[src/pkg/dind_consts.svh]
`ifndef DIND_CONSTS_SVH
`define DIND_CONSTS_SVH
// Notes on behaviour
// - buffered sense-low voltage watched by default; bypass bit selects drive terminal instead.
// - comparator sampled by an internal strobe of about 800 ns period.
// - five-bit debounce code; code zero bypasses debouncing entirely.
// - codes 01 to 1f map to fixed intervals from 0.0130 ms to 75 ms.
// - one mode bit selects counting mode 0 or 1; mode 0 after reset.
// - mode 0: new-level samples count up, old-level samples count down.
// - mode 0: output takes comparator state at target; reverting reverses direction.
// - mode 1: count each new-level sample; at target toggle output, clear counter.
// - mode 1: counter clears at once when a sample matches output again.
// - result reaches status and pin a debounced, passed through, or inverted.
// - pin a drives debounced comparator only when its setup selects that.
// - threshold reference selectable between fixed voltage and supply-proportional value.
// - loop-powered mode: converter measures field terminals over 0 to 12 v.
// - invert bit inverts debounced signal before comparator status.

`define DIND_CLK_MHZ        250
`define DIND_SAMPLE_NS      800
`define DIND_SAMPLE_CYC     ((`DIND_SAMPLE_NS * `DIND_CLK_MHZ) / 1000)

`define DIND_REG_FILTER     32'h0000_0000
`define DIND_REG_THRESH     32'h0000_0004
`define DIND_REG_PIN        32'h0000_0008
`define DIND_REG_STATUS     32'h0000_000c

// filter config fields
`define DIND_F_TIME_LSB     0
`define DIND_F_MODE         5
`define DIND_F_INV          6
// threshold config fields
`define DIND_T_BYPASS       0
`define DIND_T_REFMODE      1
`define DIND_T_LOOP         2
// pin setup: function code for debounced output
`define DIND_PIN_FUNC_DIN   3'h3

`define DIND_FILTER_RST     7'h00
`define DIND_THRESH_RST     3'h0
`define DIND_PIN_RST        3'h0
`endif

[src/pkg/dind_pkg.sv]
package dind_pkg;
	typedef logic [4:0] dind_code_t;
	typedef logic [16:0] dind_cnt_t;
	typedef enum logic [1:0] {
		DIND_IDLE  = 2'b00,
		DIND_COUNT = 2'b01
	} dind_state_e;
endpackage

[src/design/dind_sampler.sv]
`include "dind_consts.svh"
module dind_sampler (
	input  wire logic clock,
	input  wire logic rst_n,
	input  wire logic comp_in,
	output logic      sample_stb,
	output logic      sample_val
);
	import dind_pkg::*;
	localparam int unsigned PER = `DIND_SAMPLE_CYC;
	logic [7:0] div;

	always_ff @(posedge clock or negedge rst_n) begin
		if (!rst_n) begin
			div <= 8'h00;
		end else if (div == 8'(PER - 1)) begin
			div <= 8'h00;
		end else begin
			div <= div + 8'h01;
		end
	end

	always_ff @(posedge clock or negedge rst_n) begin
		if (!rst_n) begin
			sample_stb <= 1'b0;
			sample_val <= 1'b0;
		end else begin
			sample_stb <= (div == 8'(PER - 1));
			if (div == 8'(PER - 1)) begin
				sample_val <= comp_in;
			end
		end
	end
endmodule // dind_sampler

[src/design/dind_target_rom.sv]
`include "dind_consts.svh"
module dind_target_rom (
	input  wire logic            [4:0]  code,
	output logic                 [16:0] target
);
	import dind_pkg::*;
	// interval in tenths of a microsecond, divided by 0.8 us sample period
	function automatic logic [16:0] tgt(input logic [4:0] c);
		logic [19:0] t;
		t = 20'h0;
		case (c)
			5'h01: t = 20'd130;    5'h02: t = 20'd187;    5'h03: t = 20'd244;
			5'h04: t = 20'd325;    5'h05: t = 20'd423;    5'h06: t = 20'd561;
			5'h07: t = 20'd756;    5'h08: t = 20'd1008;   5'h09: t = 20'd1301;
			5'h0a: t = 20'd1805;   5'h0b: t = 20'd2406;   5'h0c: t = 20'd3203;
			5'h0d: t = 20'd4203;   5'h0e: t = 20'd5602;   5'h0f: t = 20'd7504;
			5'h10: t = 20'd10008;  5'h11: t = 20'd13008;  5'h12: t = 20'd18008;
			5'h13: t = 20'd24008;  5'h14: t = 20'd32008;  5'h15: t = 20'd42008;
			5'h16: t = 20'd56008;  5'h17: t = 20'd75007;  5'h18: t = 20'd100007;
			5'h19: t = 20'd130007; 5'h1a: t = 20'd180006; 5'h1b: t = 20'd240006;
			5'h1c: t = 20'd320005; 5'h1d: t = 20'd420004; 5'h1e: t = 20'd560003;
			5'h1f: t = 20'd750000;
			default: t = 20'h0;
		endcase
		return 17'((t + 20'd4) / 20'd8); // rounded to whole samples
	endfunction
	assign target = tgt(code);
endmodule // dind_target_rom

[src/design/dind_top.sv]
`include "dind_consts.svh"
module dind_top (
	input  wire logic        clock,
	input  wire logic        rst_n,
	input  wire logic [31:0] wb_adr_i,
	input  wire logic [31:0] wb_dat_i,
	output logic      [31:0] wb_dat_o,
	input  wire logic        wb_we_i,
	input  wire logic [3:0]  wb_sel_i,
	input  wire logic        wb_cyc_i,
	input  wire logic        wb_stb_i,
	output logic             wb_ack_o,
	input  wire logic        comp_sense_low_terminal,
	input  wire logic        comp_drive_terminal,
	output logic             input_buffer_bypass,
	output logic             thresh_ref_supply,
	output logic             loop_adc_field_range,
	output logic             aux_pin_a_out,
	output logic             aux_pin_a_oe
);
	import dind_pkg::*;

	logic [6:0]  input_filter_config;
	logic [2:0]  input_threshold_config;
	logic [2:0]  aux_pin_setup;
	logic        comp_raw;
	logic        smp_stb;
	logic        smp_val;
	logic [16:0] target;
	dind_cnt_t   cnt;
	logic        deb;
	logic        up_dir;
	logic        cfg_chg;
	logic [5:0]  cfg_prev;
	logic        comparator_invert;
	logic        mode1;
	dind_code_t  code;
	logic        filtered;
	logic        status_bit;
	logic        bus_req;

	assign code              = input_filter_config[`DIND_F_TIME_LSB +: 5];
	assign mode1             = input_filter_config[`DIND_F_MODE];
	assign comparator_invert = input_filter_config[`DIND_F_INV];

	// source select
	assign comp_raw = input_threshold_config[`DIND_T_BYPASS] ? comp_drive_terminal
		: comp_sense_low_terminal;

	dind_sampler u_smp (
		.clock      (clock),
		.rst_n      (rst_n),
		.comp_in    (comp_raw),
		.sample_stb (smp_stb),
		.sample_val (smp_val)
	);

	dind_target_rom u_rom (
		.code   (code),
		.target (target)
	);

	// bus slave: one wait state free, ack one cycle after request
	assign bus_req = wb_cyc_i && wb_stb_i && !wb_ack_o;

	always_ff @(posedge clock or negedge rst_n) begin
		if (!rst_n) begin
			wb_ack_o <= 1'b0;
		end else begin
			wb_ack_o <= bus_req;
		end
	end

	always_ff @(posedge clock or negedge rst_n) begin
		if (!rst_n) begin
			input_filter_config    <= `DIND_FILTER_RST;
			input_threshold_config <= `DIND_THRESH_RST;
			aux_pin_setup          <= `DIND_PIN_RST;
		end else if (bus_req && wb_we_i && wb_sel_i[0]) begin
			case (wb_adr_i)
				`DIND_REG_FILTER: input_filter_config    <= wb_dat_i[6:0];
				`DIND_REG_THRESH: input_threshold_config <= wb_dat_i[2:0];
				`DIND_REG_PIN:    aux_pin_setup          <= wb_dat_i[2:0];
				default: ;
			endcase
		end
	end

	always_ff @(posedge clock or negedge rst_n) begin
		if (!rst_n) begin
			wb_dat_o <= 32'h0000_0000;
		end else if (bus_req && !wb_we_i) begin
			case (wb_adr_i)
				`DIND_REG_FILTER: wb_dat_o <= {25'h0, input_filter_config};
				`DIND_REG_THRESH: wb_dat_o <= {29'h0, input_threshold_config};
				`DIND_REG_PIN:    wb_dat_o <= {29'h0, aux_pin_setup};
				`DIND_REG_STATUS: wb_dat_o <= {31'h0, status_bit};
				default:          wb_dat_o <= 32'h0000_0000;
			endcase
		end
	end

	assign input_buffer_bypass  = input_threshold_config[`DIND_T_BYPASS];
	assign thresh_ref_supply    = input_threshold_config[`DIND_T_REFMODE];
	assign loop_adc_field_range = input_threshold_config[`DIND_T_LOOP];

	// config change detect
	always_ff @(posedge clock or negedge rst_n) begin
		if (!rst_n) begin
			cfg_prev <= 6'h00;
		end else begin
			cfg_prev <= input_filter_config[5:0];
		end
	end
	assign cfg_chg = (cfg_prev != input_filter_config[5:0]);

	assign up_dir = (smp_val != deb);

	// debounce counter
	always_ff @(posedge clock or negedge rst_n) begin
		if (!rst_n) begin
			cnt <= 17'h00000;
		end else if (cfg_chg || code == 5'h00) begin
			cnt <= 17'h00000;
		end else if (smp_stb) begin
			if (!mode1) begin
				if (up_dir) begin
					if (cnt + 17'h00001 >= target) begin
						cnt <= 17'h00000;
					end else begin
						cnt <= cnt + 17'h00001;
					end
				end else if (cnt != 17'h00000) begin
					cnt <= cnt - 17'h00001;
				end
			end else begin
				if (!up_dir) begin
					cnt <= 17'h00000;
				end else if (cnt + 17'h00001 >= target) begin
					cnt <= 17'h00000;
				end else begin
					cnt <= cnt + 17'h00001;
				end
			end
		end
	end

	// debounced state
	always_ff @(posedge clock or negedge rst_n) begin
		if (!rst_n) begin
			deb <= 1'b0;
		end else if (smp_stb && !cfg_chg) begin
			if (code == 5'h00) begin
				deb <= smp_val;
			end else if (up_dir && cnt + 17'h00001 >= target) begin
				deb <= smp_val;
			end
		end
	end

	assign filtered = deb;

	always_ff @(posedge clock or negedge rst_n) begin
		if (!rst_n) begin
			status_bit <= 1'b0;
		end else begin
			status_bit <= filtered ^ comparator_invert;
		end
	end

	// pin a
	always_ff @(posedge clock or negedge rst_n) begin
		if (!rst_n) begin
			aux_pin_a_out <= 1'b0;
			aux_pin_a_oe  <= 1'b0;
		end else begin
			aux_pin_a_oe  <= (aux_pin_setup == `DIND_PIN_FUNC_DIN);
			aux_pin_a_out <= (aux_pin_setup == `DIND_PIN_FUNC_DIN) ?
				(filtered ^ comparator_invert) : 1'b0;
		end
	end
endmodule // dind_top

[config.mk]
export PLATFORM = sky130hd
export DESIGN_NAME = dind_top
export DESIGN_NICKNAME = d
export VERILOG_FILES = /design/src/pkg/dind_pkg.sv /design/src/design/dind_sampler.sv /design/src/design/dind_target_rom.sv /design/src/design/dind_top.sv
export VERILOG_INCLUDE_DIRS = /design/src /design/src/pkg
export SDC_FILE = /design/constraint.sdc
export NUM_CORES = 1
export LEC_CHECK = 0
export BUFFER_PORTS_ARGS = -buffer_cell sky130_fd_sc_hd__buf_2
export CAP_MARGIN = 10
export CORE_MARGIN = 2
export CORE_UTILIZATION = 45
export CTS_CLUSTER_SIZE = 24
export DETAILED_ROUTE_END_ITERATION = 6
export GPL_ROUTABILITY_DRIVEN = 0
export PLACE_DENSITY_LB_ADDON = 0.12
export SYNTH_ARGS = -nofsm -noshare
export SYNTH_HDL_FRONTEND = slang
export SYNTH_SLANG_ARGS = --single-unit
[constraint.sdc]
create_clock -name clock -period 4.69 [get_ports clock]
set_input_delay 0.938 -clock clock [delete_from_list [all_inputs] [get_ports clock]]
set_output_delay 0.938 -clock clock [all_outputs]
set_load 0.02 [all_outputs]
# Word-level counts from Yosys, hierarchy flattened
# Memories as Yosys holds them, arrays and structs flattened.
# Cells that the tools add are included.
classes:
  addsub: 4
  magnitude_cmp: 1
  eq_ne: 7
  mux: 13
  bitwise_logic: 1
  reduce_logical: 22
ops:
  columns: ["op", "n"]
  rows:
  - ["17-bit two-way mux", 7]
  - ["32-bit by 4-bit == test with 1-bit output (second input constant)", 2]
  - ["32-bit by 3-bit == test with 1-bit output (second input constant)", 1]
  - ["32-bit zero test", 1]
  - ["7-bit case mux with 4 select lines", 1]
  - ["20-bit by 3-bit adder with 20-bit output (second input constant)", 1]
  - ["17-bit by 1-bit adder with 17-bit output (second input constant)", 1]
  - ["17-bit greater-or-equal comparator", 1]
  - ["17-bit nonzero test", 1]
  - ["17-bit by 1-bit subtractor with 17-bit output (second input constant)", 1]
  - ["2-bit AND reduction", 5]
  - ["8-bit by 1-bit adder with 8-bit output (second input constant)", 1]
  - ["8-bit == test (second input constant)", 1]
  - ["8-bit two-way mux", 1]
  - ["1-bit logical AND", 7]
  - ["6-bit != test", 1]
  - ["5-bit zero test", 1]
  - ["1-bit two-way mux", 4]
  - ["2-bit nonzero test", 2]
  - ["4-bit nonzero test", 1]
  - ["3-bit by 2-bit == test with 1-bit output (second input constant)", 1]
  - ["1-bit zero test", 3]
  - ["1-bit logical OR", 1]
  - ["1-bit != test", 1]
  - ["1-bit XOR", 1]
word_totals:
  reg_bits: 83
  romBits: 640
  input_bits: 75
  output_inout_bits: 38
  wordCells: 63
  mem_count: 1
mem_list:
  columns: ["name", "depth", "word_bits", "read_ports", "rd_clocked_by_memory_dff", "write_ports", "line", "rtl"]
  rows:
  - ["(no name shown)", 32, 20, 1, 0, 0, "dind_target_rom.sv:11", "case (c)"]

# Logic depth before layout (Yosys ltp)
# Gate-level depths: netlist (run 1).
# An unclocked memory read counts as a cell.
depth:
  depth_word: 8
  mapped_depth: 20

# Hierarchy
# Synthesis (run 1) repeated with hierarchy kept, for this count alone.
hier_totals:
  cells_unflattened: 587
  area_unflattened_um2: 5076.1
modules_own_cells:
  columns: ["mod", "instances", "cells_each", "area_each_um2"]
  rows:
  - ["dind_top", 1, 394, 3565.9]
  - ["dind_target_rom", 1, 157, 1062.3]
  - ["dind_sampler", 1, 36, 447.9]

# Least setup slack after synthesis (run 1)
# OpenSTA, ideal clock, no wires.
synth_timing:
  kind: "flip-flop to flip-flop"
  from: "register input_filter_config[1]"
  to: "register cnt[3]"
  setup_time_ns: 0.126
  arrival_time_ns: 4.743
  t_required_ns: 4.564
  setup_slack_ns: -0.179
  stages_incl_launch_ff: 20
  n_path_buf: 3
  cell_sequence: "dfrtp_1 -> clkbuf_1 -> inv_1 -> ha_1 -> clkbuf_1 -> o21a_1 -> a311oi_1 -> or2_2 -> ha_1 -> and4_1 -> nand4bb_1 -> or2_2 -> xor2_1 -> ha_1 -> nand3_1 -> or4_1 -> o32a_1 -> and4_4 -> buf_6 -> a221o_1"
synth_via:
  elab_chain_cells: 8
  word_cells_on_any_way: 15
  classes_between: "add/sub (1); order compare (1); eq/ne (1); mux (6); reduce/logical (5); memory (1)"
synth_lines:
  columns: ["element", "line", "rtl"]
  rows:
  - ["from (decl)", "dind_top.sv:23", "logic [6:0] input_filter_config;"]
  - ["from (signal assigned)", "dind_top.sv:76", "input_filter_config <= `DIND_FILTER_RST;"]
  - ["from (signal assigned)", "dind_top.sv:81", "`DIND_REG_FILTER: input_filter_config <= wb_dat_i[6:0];"]
  - ["memory 32 x 20 bit", null, null]
  - ["20-bit by 3-bit adder with 20-bit output", "dind_target_rom.sv:25", "return 17'((t + 20'd4) / 20'd8);"]
  - ["17-bit greater-or-equal comparator", "dind_top.sv:128, dind_top.sv:139", null]
  - ["17-bit two-way mux", "dind_top.sv:128, dind_top.sv:139", null]
  - ["17-bit two-way mux (on tied branches)", "dind_top.sv:127, dind_top.sv:137", null]
  - ["17-bit two-way mux", "dind_top.sv:126", "if (!mode1) begin"]
  - ["17-bit two-way mux", "dind_top.sv:125", "end else if (smp_stb) begin"]
  - ["17-bit two-way mux", "dind_top.sv:123", "end else if (cfg_chg || code == 5'h00) begin"]
  - ["to (signal assigned)", "dind_top.sv:131", "cnt <= cnt + 17'h00001;"]
  - ["to (signal assigned)", "dind_top.sv:134", "cnt <= cnt - 17'h00001;"]
  - ["to (signal assigned)", "dind_top.sv:142", "cnt <= cnt + 17'h00001;"]
  - ["to (decl)", "dind_top.sv:30", "dind_cnt_t cnt;"]
# Parallel ways exist; a longest one is shown, timed or not. The select of a mux whose other input is x is not followed.
# A chain may end at the register's enable or synchronous reset.

# Worst setup path in the final report (run 1)
layout_timing:
  from: "register input_filter_config[1]"
  to: "register cnt[14]"
# Same word-level chain as after synthesis.

==> results of run 1 <==
[what timing repair did]
item	in CTS	in global routing
setup buffers	0	0
endpoints found under the setup margin	0	6
resized for setup	0	2
hold buffers	0	0
[cells in the final DEF (no fill, tap or decap), types with 4 or more instances in the layout]
cell type and count:
nor2_1 36, nor2b_1 12, o21a_1 5, mux2i_1 6, dfrtp_1 56, buf_4 23
o21ai_0 22, buf_2 59, a221o_1 9, o211ai_1 5, nand2_1 41, nor3_1 16
conb_1 25, o31ai_1 5, nand2b_1 9, nand3_1 20, nand4_1 12, a21o_1 6
or4_1 6, a21oi_1 21, clkbuf_8 9, and2_1 4, nor4_1 16, inv_1 15
xor2_1 15, a22o_1 5, xnor2_1 28, ha_1 31, or3_1 11, mux2_2 16
[power by group through the flow]
stage	Clock [mW]	Sequential (mW)	Combinational, mW
4_1_cts	0.592	0.500	0.0561
5_1_grt	0.615	0.500	0.0627
6_report	0.582	0.501	0.0553
3_3_place_gp	0	0.510	0.0550
3_5_place_dp	0	0.510	0.0560
2_1_floorplan	0	0.511	0.0391
[synth_stat cells, types with 3 or more instances]
master    number
a21o_1         6
xor2_1        15
o31ai_1        5
buf_6          3
nand2b_1       9
o21ai_0       22
a22o_1         5
buf_4         26
nor2_1        36
nand3b_1       3
a21oi_1       21
nor3_1        16
mux2i_1        6
or3_1         11
nand3_1       20
nand2_1       41
buf_2          9
o21a_1         5
inv_1         15
mux2_2        16
and2_1         4
o32ai_1        3
nor2b_1       12
nand4_1       12
xnor2_1       28
or4_1          6
a221oi_1       3
clkbuf_1      19
dfrtp_1       58
o211ai_1       5
nor4_1        16
ha_1          31
a221o_1        9
buf_1          3
or2_2          3
[per-layer routing]
metal,vias to the layer above,global-route usage
met3,7,0.0432
met4,0,0.0492
li1,2040,-
met1,2015,0.287
met5,-,0
met2,96,0.352
[kinds of logic after synthesis]
family	synth area share
compound gates	0.159
xor+xnor	0.0792
fa+ha+maj	0.0816
buf+inv	0.0877
flops	0.305
mux	0.0600
other cells	0.000789
simple gates	0.226
[worst max path at each step]
stage	from	endpoint	slack [ns]
CTS	input_filter_config[1]	cnt[14]	0.07
detailed placement	input_filter_config[1]	cnt[14]	0.06
global placement	input_filter_config[1]	cnt[14]	0.14
global route	input_filter_config[1]	cnt[14]	0.01
finish	input_filter_config[1]	cnt[14]	0.22
floorplan	input_filter_config[1]	cnt[3]	0.005
[layout make-up]
class	count	area (um2)
Clock buffer	9	124
Clock inverter	7	125
Fill cell	1022	4850
Inverter	16	60.1
Multi-Input combinational cell	433	2980
Sequential cell	58	1450
Tap cell	136	170
Timing Repair Buffer	84	508
[registers in the layout, indices dropped and copies added (netlist names)]
name	count
u_smp.sample_stb	1
aux_pin_a_out	1
u_smp.sample_val	1
cfg_prev	6
aux_pin_a_oe	1
aux_pin_setup	3
deb	1
wb_ack_o	1
status_bit	1
u_smp.div	8
wb_dat_o	7
input_threshold_config	3
cnt	17
input_filter_config	7
[critical path, cell delays in order (launching register included)]
cell and delay (ns):
dfrtp_2 0.41, inv_1 0.07, ha_1 0.19, buf_4 0.18
nor2b_1 0.15, o311ai_1 0.28, buf_4 0.18, and4_1 0.21
nand4bb_1 0.20, or2_2 0.37, xor2_1 0.15, ha_1 0.32
nand3_1 0.09, or4_1 0.47, o32a_1 0.41, and4_4 0.27
and2_0 0.17, a211o_1 0.26
[metrics by stage]
stage / cell area, um2 / hold slack (ns) / setup slack [ns] / power, mW / utilization
4_1_cts: 5420 / 0.457 / 0.0653 / 1.15 / 0.527
6_report: 5420 / 0.452 / 0.219 / 1.14 / 0.528
3_3_place_gp: 5170 / 0.434 / 0.144 / 0.565 / 0.503
5_1_grt: 5420 / 0.487 / 0.0139 / 1.18 / 0.528
2_1_floorplan: 4850 / 0.352 / 0.00518 / 0.550 / -
3_5_place_dp: 5170 / 0.446 / 0.0566 / 0.566 / 0.503
==> results.toml, run 1 <==
[clock_network]
htreeDepth = 3
cts_buffers = 9
cts_tree = "built"
clock_latency_ns = 0.34
path_clk_slew_ns = 0.07
root_buffer = "clkbuf_8"
cts_buffer_depth = 2
clock_sinks = 58

[timing]
slew_headroom = 0.318
worst_slew_pin_slew_ns = 1.02
setup_viol = 0
rsz0062_at_grt = "false"
maxSlewViolCount = 0
finClkSkew_ns = 0.0151
fin_crit_sh = 0.953
finalSetupTns_ns = 0
period_needed_ns = 4.47
hold_violations = 0
fmaxAchievable_mhz = 224

[run_status]
outcome = "completed"

[critical_path]
startpoint_type = "flop"
r2r_cells = 17
crit_type = "flop to flop"
worstPathRequired_ns = 4.91
crit_arrival_ns = 4.70
critPathCaptureType = "flop"
r2r_start = "input_filter_config[1]"
worst-path-max-fanout = 14
reg2reg_to = "cnt[14]"
r2r_setup_slack_ns = 0.22

[power]
netSwitchingFraction = 0.231
peakVddDrop_v = 0.000390
p_clk_frac = 0.512
leakagePower_nw = 2.59
p_switching_mw = 0.263
p_seq_frac = 0.440
internal-power_mw = 0.875
combPwrFrac = 0.049
power_per_cell_area_nw_per_um2 = 210

[grt]
grt_use_total = 0.213
grt_pass1_wl_um = 19400
grt_max_degree = 40
antenna_found_initial = 0
grt_pass1_vias = 3959
grt_overflow = 0

[detailed_routing]
ant_nets = 0
wl_met1_um = 5400
wl_per_cell_um = 15.6
first_pass_iters = 5
route.met3.wl_um = 549
drc = 0
num_vias = 4158
drt-vias-per-instance = 5.60
highest_layer = "met4"
first_iter_violations = 252
routed_wl_um = 11600
met2_length_um = 5530

[synth]
synth_flop_cell = "dfrtp_1"
ys_async_sr_fraction = 1.00
synth.largest_area_cell = "dfrtp_1"
synth_top_area_frac = 0.305
synth_warnings = 0
synth_area_um2 = 4750
synth_seq_cells = 58
synthDistinctLibCells = 67
synth_cells = 543
synth_edf_count = 0
avgSynthCellArea_um2 = 8.75
ys_seq_area_frac = 0.305
yosys-top-cells-area = "dfrtp_1 (31%), ha_1 (8.2%), xnor2_1 (5.2%)"

[floorplanning]
io_pins = 113
rows = 37
die_x_um = 107
coreArea_um2 = 10300
start_util = 0.463
die_height_um = 107
fp.dieArea_um2 = 11400

[worst_hold_path]
worstHoldEndpoint = "wb_ack_o"
whs_path_depth = 1
hold_path.class = "flop to flop"
hold_start = "wb_ack_o"

[placement]
portBuffers = 59
placed_cells = 727
place_hpwl_um = 8860

[final_layout]
final_nets = 708
drive_gt1_frac = 0.214
stdcell_count = 743
syn_to_final_growth_pct = 14.1
num_antenna_cells = 0

[run]
maxCapViolCount = 0
No activity file was read; power rests on OpenSTA's default activity.
==> run 2, diff against run 1 <==
- SETUP_SLACK_MARGIN: not set -> 0.5
==> results.toml, run 2 (synthesis gave the netlist of run 1 again) <==
[critical_path]
startpoint = "input_filter_config[1]"
worst-path-max-fanout = 7
startpoint_type = "flop"
crit_chain = "clkinv_4 -> ha_4 -> buf_4 -> buf_4 -> nor2_1 -> a21oi_1 -> mux4_2 -> nand4bb_4 -> or2_4 -> o21ai_1 -> ha_1 -> nand4_1 -> or4_1 -> o32a_1 -> and4_4 -> a221o_1"
critPathCaptureType = "flop"
path_common_cell = "buf_4"
slowest_delay_ns = 0.55
worstPathRequired_ns = 4.91
slowest_stage = "or4_1"
crit_type = "flop to flop"
crit_arrival_ns = 4.50
r2r_start = "input_filter_config[1]"

[timing]
fin_crit_sh = 0.914
fmaxAchievable_mhz = 233
slew_headroom = 0.273
finalSetupTns_ns = 0
worst_slew_pin_slew_ns = 1.08
period_needed_ns = 4.28
maxSlewViolCount = 0
setup_viol = 0
rsz0062_at_grt = "true"
setup_ws_ns = 0.405
finClkSkew_ns = 0.0169
hold_violations = 0
whs_ns = 0.459

[placement]
portBuffers = 59
place_hpwl_um = 8750
placed_area_um2 = 5130
placed_cells = 719
place_ws_ns = 0.216

[final_layout]
multi_input_area_um2 = 3150
mostFrequentLayoutCells = "buf_2 (59), dfrtp_1 (54), nand2_1 (40)"
top_regs = "cnt x17, u_smp.div x8"
syn_to_final_growth_pct = 19.0
layout.cells.most_common = "buf_2"
largest_register = "cnt"
final_core_util = 0.550
final_nets = 723
fin_area_um2 = 5660
num-fill-cells = 951
largest_register_ffs = 17
register_area_um2 = 1460
num_antenna_cells = 0
stdcell_count = 758
drive_gt1_frac = 0.272

[floorplanning]
io_pins = 113
fp.dieArea_um2 = 11400
die_x_um = 107
start_util = 0.463
die_height_um = 107
rows = 37
coreArea_um2 = 10300

[clock_network]
clock_latency_ns = 0.34
path_clk_slew_ns = 0.09
clock_sinks = 58
cts_buffers = 9
root_buffer = "clkbuf_8"
cts_buffer_depth = 2
htreeDepth = 3
cts_tree = "built"
cts_hold_buf = 0

[detailed_routing]
wl_per_cell_um = 16.0
num_vias = 4266
drt-vias-per-instance = 5.63
routed_wl_um = 12100
first_pass_iters = 6
ant_nets = 0
drc = 0
first_iter_violations = 199

[grt]
grt_max_degree = 50
antenna_found_initial = 0
grt_pass1_wl_um = 19900
grt_pass1_vias = 4055
grt_use_total = 0.217
grt_overflow = 0

[run_status]
outcome = "completed"

[power]
design_power_total_mw = 1.05
peakVddDrop_v = 0.000189
leakagePower_nw = 2.67
power_per_cell_area_nw_per_um2 = 185

[run]
maxCapViolCount = 0

[worst_hold_path]
hold_path.class = "primary input to asynchronous set/reset pin"
## run 2: cell count changes in the layout (fill, tap and decap cells not counted), sizes merged
cell and change:
buf +14, bufinv -2, and4 +1, clkbuf +1
clkinvlp +1
## run 2: metal layers
layer / vias to the layer above / global-route usage / share of wire
met5: - / 0 / 0
li1: 2079 / - / -
met4: 0 / 0.0659 / 0.020
met3: 21 / 0.0371 / 0.061
met2: 151 / 0.354 / 0.47
met1: 2015 / 0.295 / 0.45
## run 2: what timing repair did
| item | CTS | global route |
|---|---|---|
| buffers inserted | 15 | 7 |
| gates cloned | 1 | 0 |
| pin swaps | 17 | 13 |
| endpoints found under the hold margin | 0 | 0 |
| setup endpoints to repair | 18 | 18 |
| gates resized for setup | 20 | 13 |
## run 2: final timing paths
path	slack, ns	end	cells after the start
min in group clock	0.47	wb_ack_o	1
worst max-delay path	0.41	cnt[3]	16
worst max register to register	0.41	cnt[3]	16
max in group asynchronous	3.29	input_filter_config[0]	2
worst min-delay path	0.46	cnt[12]	1
worst min register to register	0.47	wb_ack_o	1
## run 2: where the power goes
group / switching [mW] / leakage [nW] / internal (mW) / total [mW]
sequential: 0.000336 / 0.789 / 0.500 / 0.501
clock: 0.224 / 0.103 / 0.265 / 0.489
combinational: 0.0385 / 1.78 / 0.0169 / 0.0554
total: 0.263 / 2.67 / 0.782 / 1.04
## run 2: area by class of cell
class	instances	share of cell area
repair buffers	98	0.107
clock buffers	10	0.0243
multi-input cells	434	0.557
flip-flops and latches	58	0.258
well taps	136	0.0301
clock inverters	6	0.0128
inverters	16	0.0115
## run 2: worst max-delay path, delay by kind of cell (launching register included)
kind / cells / cell delay (ns)
muxes: 1 / 0.53
AOI/OAI and AO/OA: 4 / 0.92
and+or+nand+nor: 6 / 1.43
adders and majority gates: 2 / 0.47
buffers and inverters: 3 / 0.37
DFF: 1 / 0.45
==> run 3, diff against run 2 <==
- CORE_UTILIZATION: 45 -> 35
- CTS_CLUSTER_SIZE: 24 -> not set
- PLACE_DENSITY: not set -> 0.6
- PLACE_DENSITY_LB_ADDON: 0.12 -> not set
==> results.toml, run 3 (synthesis gave the netlist of run 1 again) <==
[detailed_routing]
wl_met1_um = 5460
drc = 0
route.met3.wl_um = 643
first_iter_violations = 293
routed_wl_um = 12700
drt-vias-per-instance = 5.47
num_vias = 4356
met2_length_um = 6240
ant_nets = 0
wl_per_cell_um = 16.0
highest_layer = "met4"
first_pass_iters = 5

[final_layout]
layout.cells.most_common = "buf_2"
stdcell_count = 796
largest_register = "cnt"
largest_register_ffs = 17
final_nets = 722
num_antenna_cells = 0
top_regs = "cnt x17, u_smp.div x8"
drive_gt1_frac = 0.276
syn_to_final_growth_pct = 23.2
mostFrequentLayoutCells = "buf_2 (59), dfrtp_1 (53), nand2_1 (40)"

[timing]
worst_slew_pin_slew_ns = 1.15
maxSlewViolCount = 0
hold_violations = 0
period_needed_ns = 4.25
fin_crit_sh = 0.907
setup_ws_ns = 0.436
fmaxAchievable_mhz = 235
finalSetupTns_ns = 0
setup_viol = 0
rsz0062_at_grt = "true"
finClkSkew_ns = 0.00708
slew_headroom = 0.226

[clock_network]
path_clk_slew_ns = 0.05
cts_buffers = 9
clock_latency_ns = 0.33
cts_tree = "built"
htreeDepth = 3
cts_buffer_depth = 2
cts_hold_buf = 0
root_buffer = "clkbuf_16"
clock_sinks = 58

[critical_path]
critPathBufInv = 1
crit_family = "simple AND/OR/NAND/NOR gates"
slowest_delay_ns = 0.52
slowest_stage = "or4_4"
crit_type = "flop to flop"
worstPathRequired_ns = 4.90
critPathCaptureType = "flop"
worst-path-max-fanout = 7
crit_arrival_ns = 4.46
crit_chain = "clkinv_4 -> ha_4 -> o21a_1 -> a311oi_2 -> or2_4 -> ha_4 -> and4_4 -> nand4bb_4 -> or2_4 -> xor2_2 -> ha_1 -> nand3_1 -> or4_4 -> o32a_1 -> and4_4 -> and2_4 -> a211o_1"
startpoint_type = "flop"

[grt]
grt_use_total = 0.183
antenna_found_initial = 0
grt_pass1_wl_um = 21300
grt_max_degree = 39
grt_overflow = 0
grt_pass1_vias = 4360

[floorplanning]
io_pins = 113
fp.dieArea_um2 = 14500
start_util = 0.359
coreArea_um2 = 13200
rows = 42
die_x_um = 121
die_height_um = 121

[power]
peakVddDrop_v = 0.000152
leakagePower_nw = 2.73
power_per_cell_area_nw_per_um2 = 225

[placement]
portBuffers = 59
place_ws_ns = 0.272
place_hpwl_um = 9350
placed_cells = 762

[worst_hold_path]
hold_path.class = "flop to flop"

[run_status]
outcome = "completed"

[run]
maxCapViolCount = 0
==> run 3: cell count changes in the layout (fill, tap and decap cells not counted), sizes merged <==
cell,previous run,this run
inv,16,14
bufinv,1,3
buf,98,97
clkinv,4,3
==> run 3: area by class of cell <==
class	instances	area [um2]
fillers	1275	7390
multi-input cells	434	3170
flip-flops and latches	58	1460
repair buffers	97	599
clock buffers	10	239
well taps	176	220
clock inverters	5	103
inverters	16	67.6
==> run 3: path summary, 6_finish.rpt <==
kind | startpoint | to | slack, ns | cells past startpoint
hold reg to reg | wb_ack_o | wb_ack_o | 0.45 | 1
setup / recovery | input_filter_config[1] | cnt[14] | 0.44 | 17
max in group asynchronous | rst_n | input_filter_config[0] | 3.14 | 2
min in group asynchronous | rst_n | cnt[12] | 0.71 | 1
hold / removal | wb_ack_o | wb_ack_o | 0.45 | 1
setup reg to reg | input_filter_config[1] | cnt[14] | 0.44 | 17
==> run 3: layer usage <==
layer  track usage  vias to the layer above
li1              -                     2074
met1         0.226                     2088
met2         0.314                      160
met3        0.0349                       34
met4        0.0734                        0
met5             0                        -
==> run 3: worst register-to-register path: stages, from the launching register on <==
cell and delay (ns):
dfrtp_2 0.41, clkinv_4 0.08, ha_4 0.18, o21a_1 0.18, a311oi_2 0.27, or2_4 0.17
ha_4 0.12, and4_4 0.22, nand4bb_4 0.15, or2_4 0.28, xor2_2 0.15, ha_1 0.31
nand3_1 0.09, or4_4 0.52, o32a_1 0.38, and4_4 0.26, and2_4 0.14, a211o_1 0.21
==> run 3: repair_timing <==
item / 4_1_cts / 5_1_grt
resized for setup: 24 / 16
pin swaps: 7 / 14
cloned: 1 / 0
buffers inserted: 11 / 7
endpoints found under the setup margin: 18 / 18
==> run 3: where the power goes <==
part | total (mW) | switching, mW | leakage, nW | internal (mW)
Combinational | 0.0567 | 0.0397 | 1.78 | 0.0170
Sequential | 0.502 | 0.000273 | 0.787 | 0.501
Clock | 0.758 | 0.229 | 0.165 | 0.529
Total | 1.32 | 0.269 | 2.73 | 1.05
==> run 3: per-stage QoR <==
stage / utilization / power, mW / hold slack (ns) / instance area, um2
6_report: 0.442 / 1.32 / 0.447 / 5850
5_1_grt: 0.442 / 1.35 / 0.475 / 5850
4_1_cts: 0.433 / 1.33 / 0.449 / 5740
3_5_place_dp: 0.392 / 0.568 / 0.442 / 5190
3_3_place_gp: 0.392 / 0.567 / 0.437 / 5190
2_1_floorplan: - / 0.550 / 0.352 / 4910
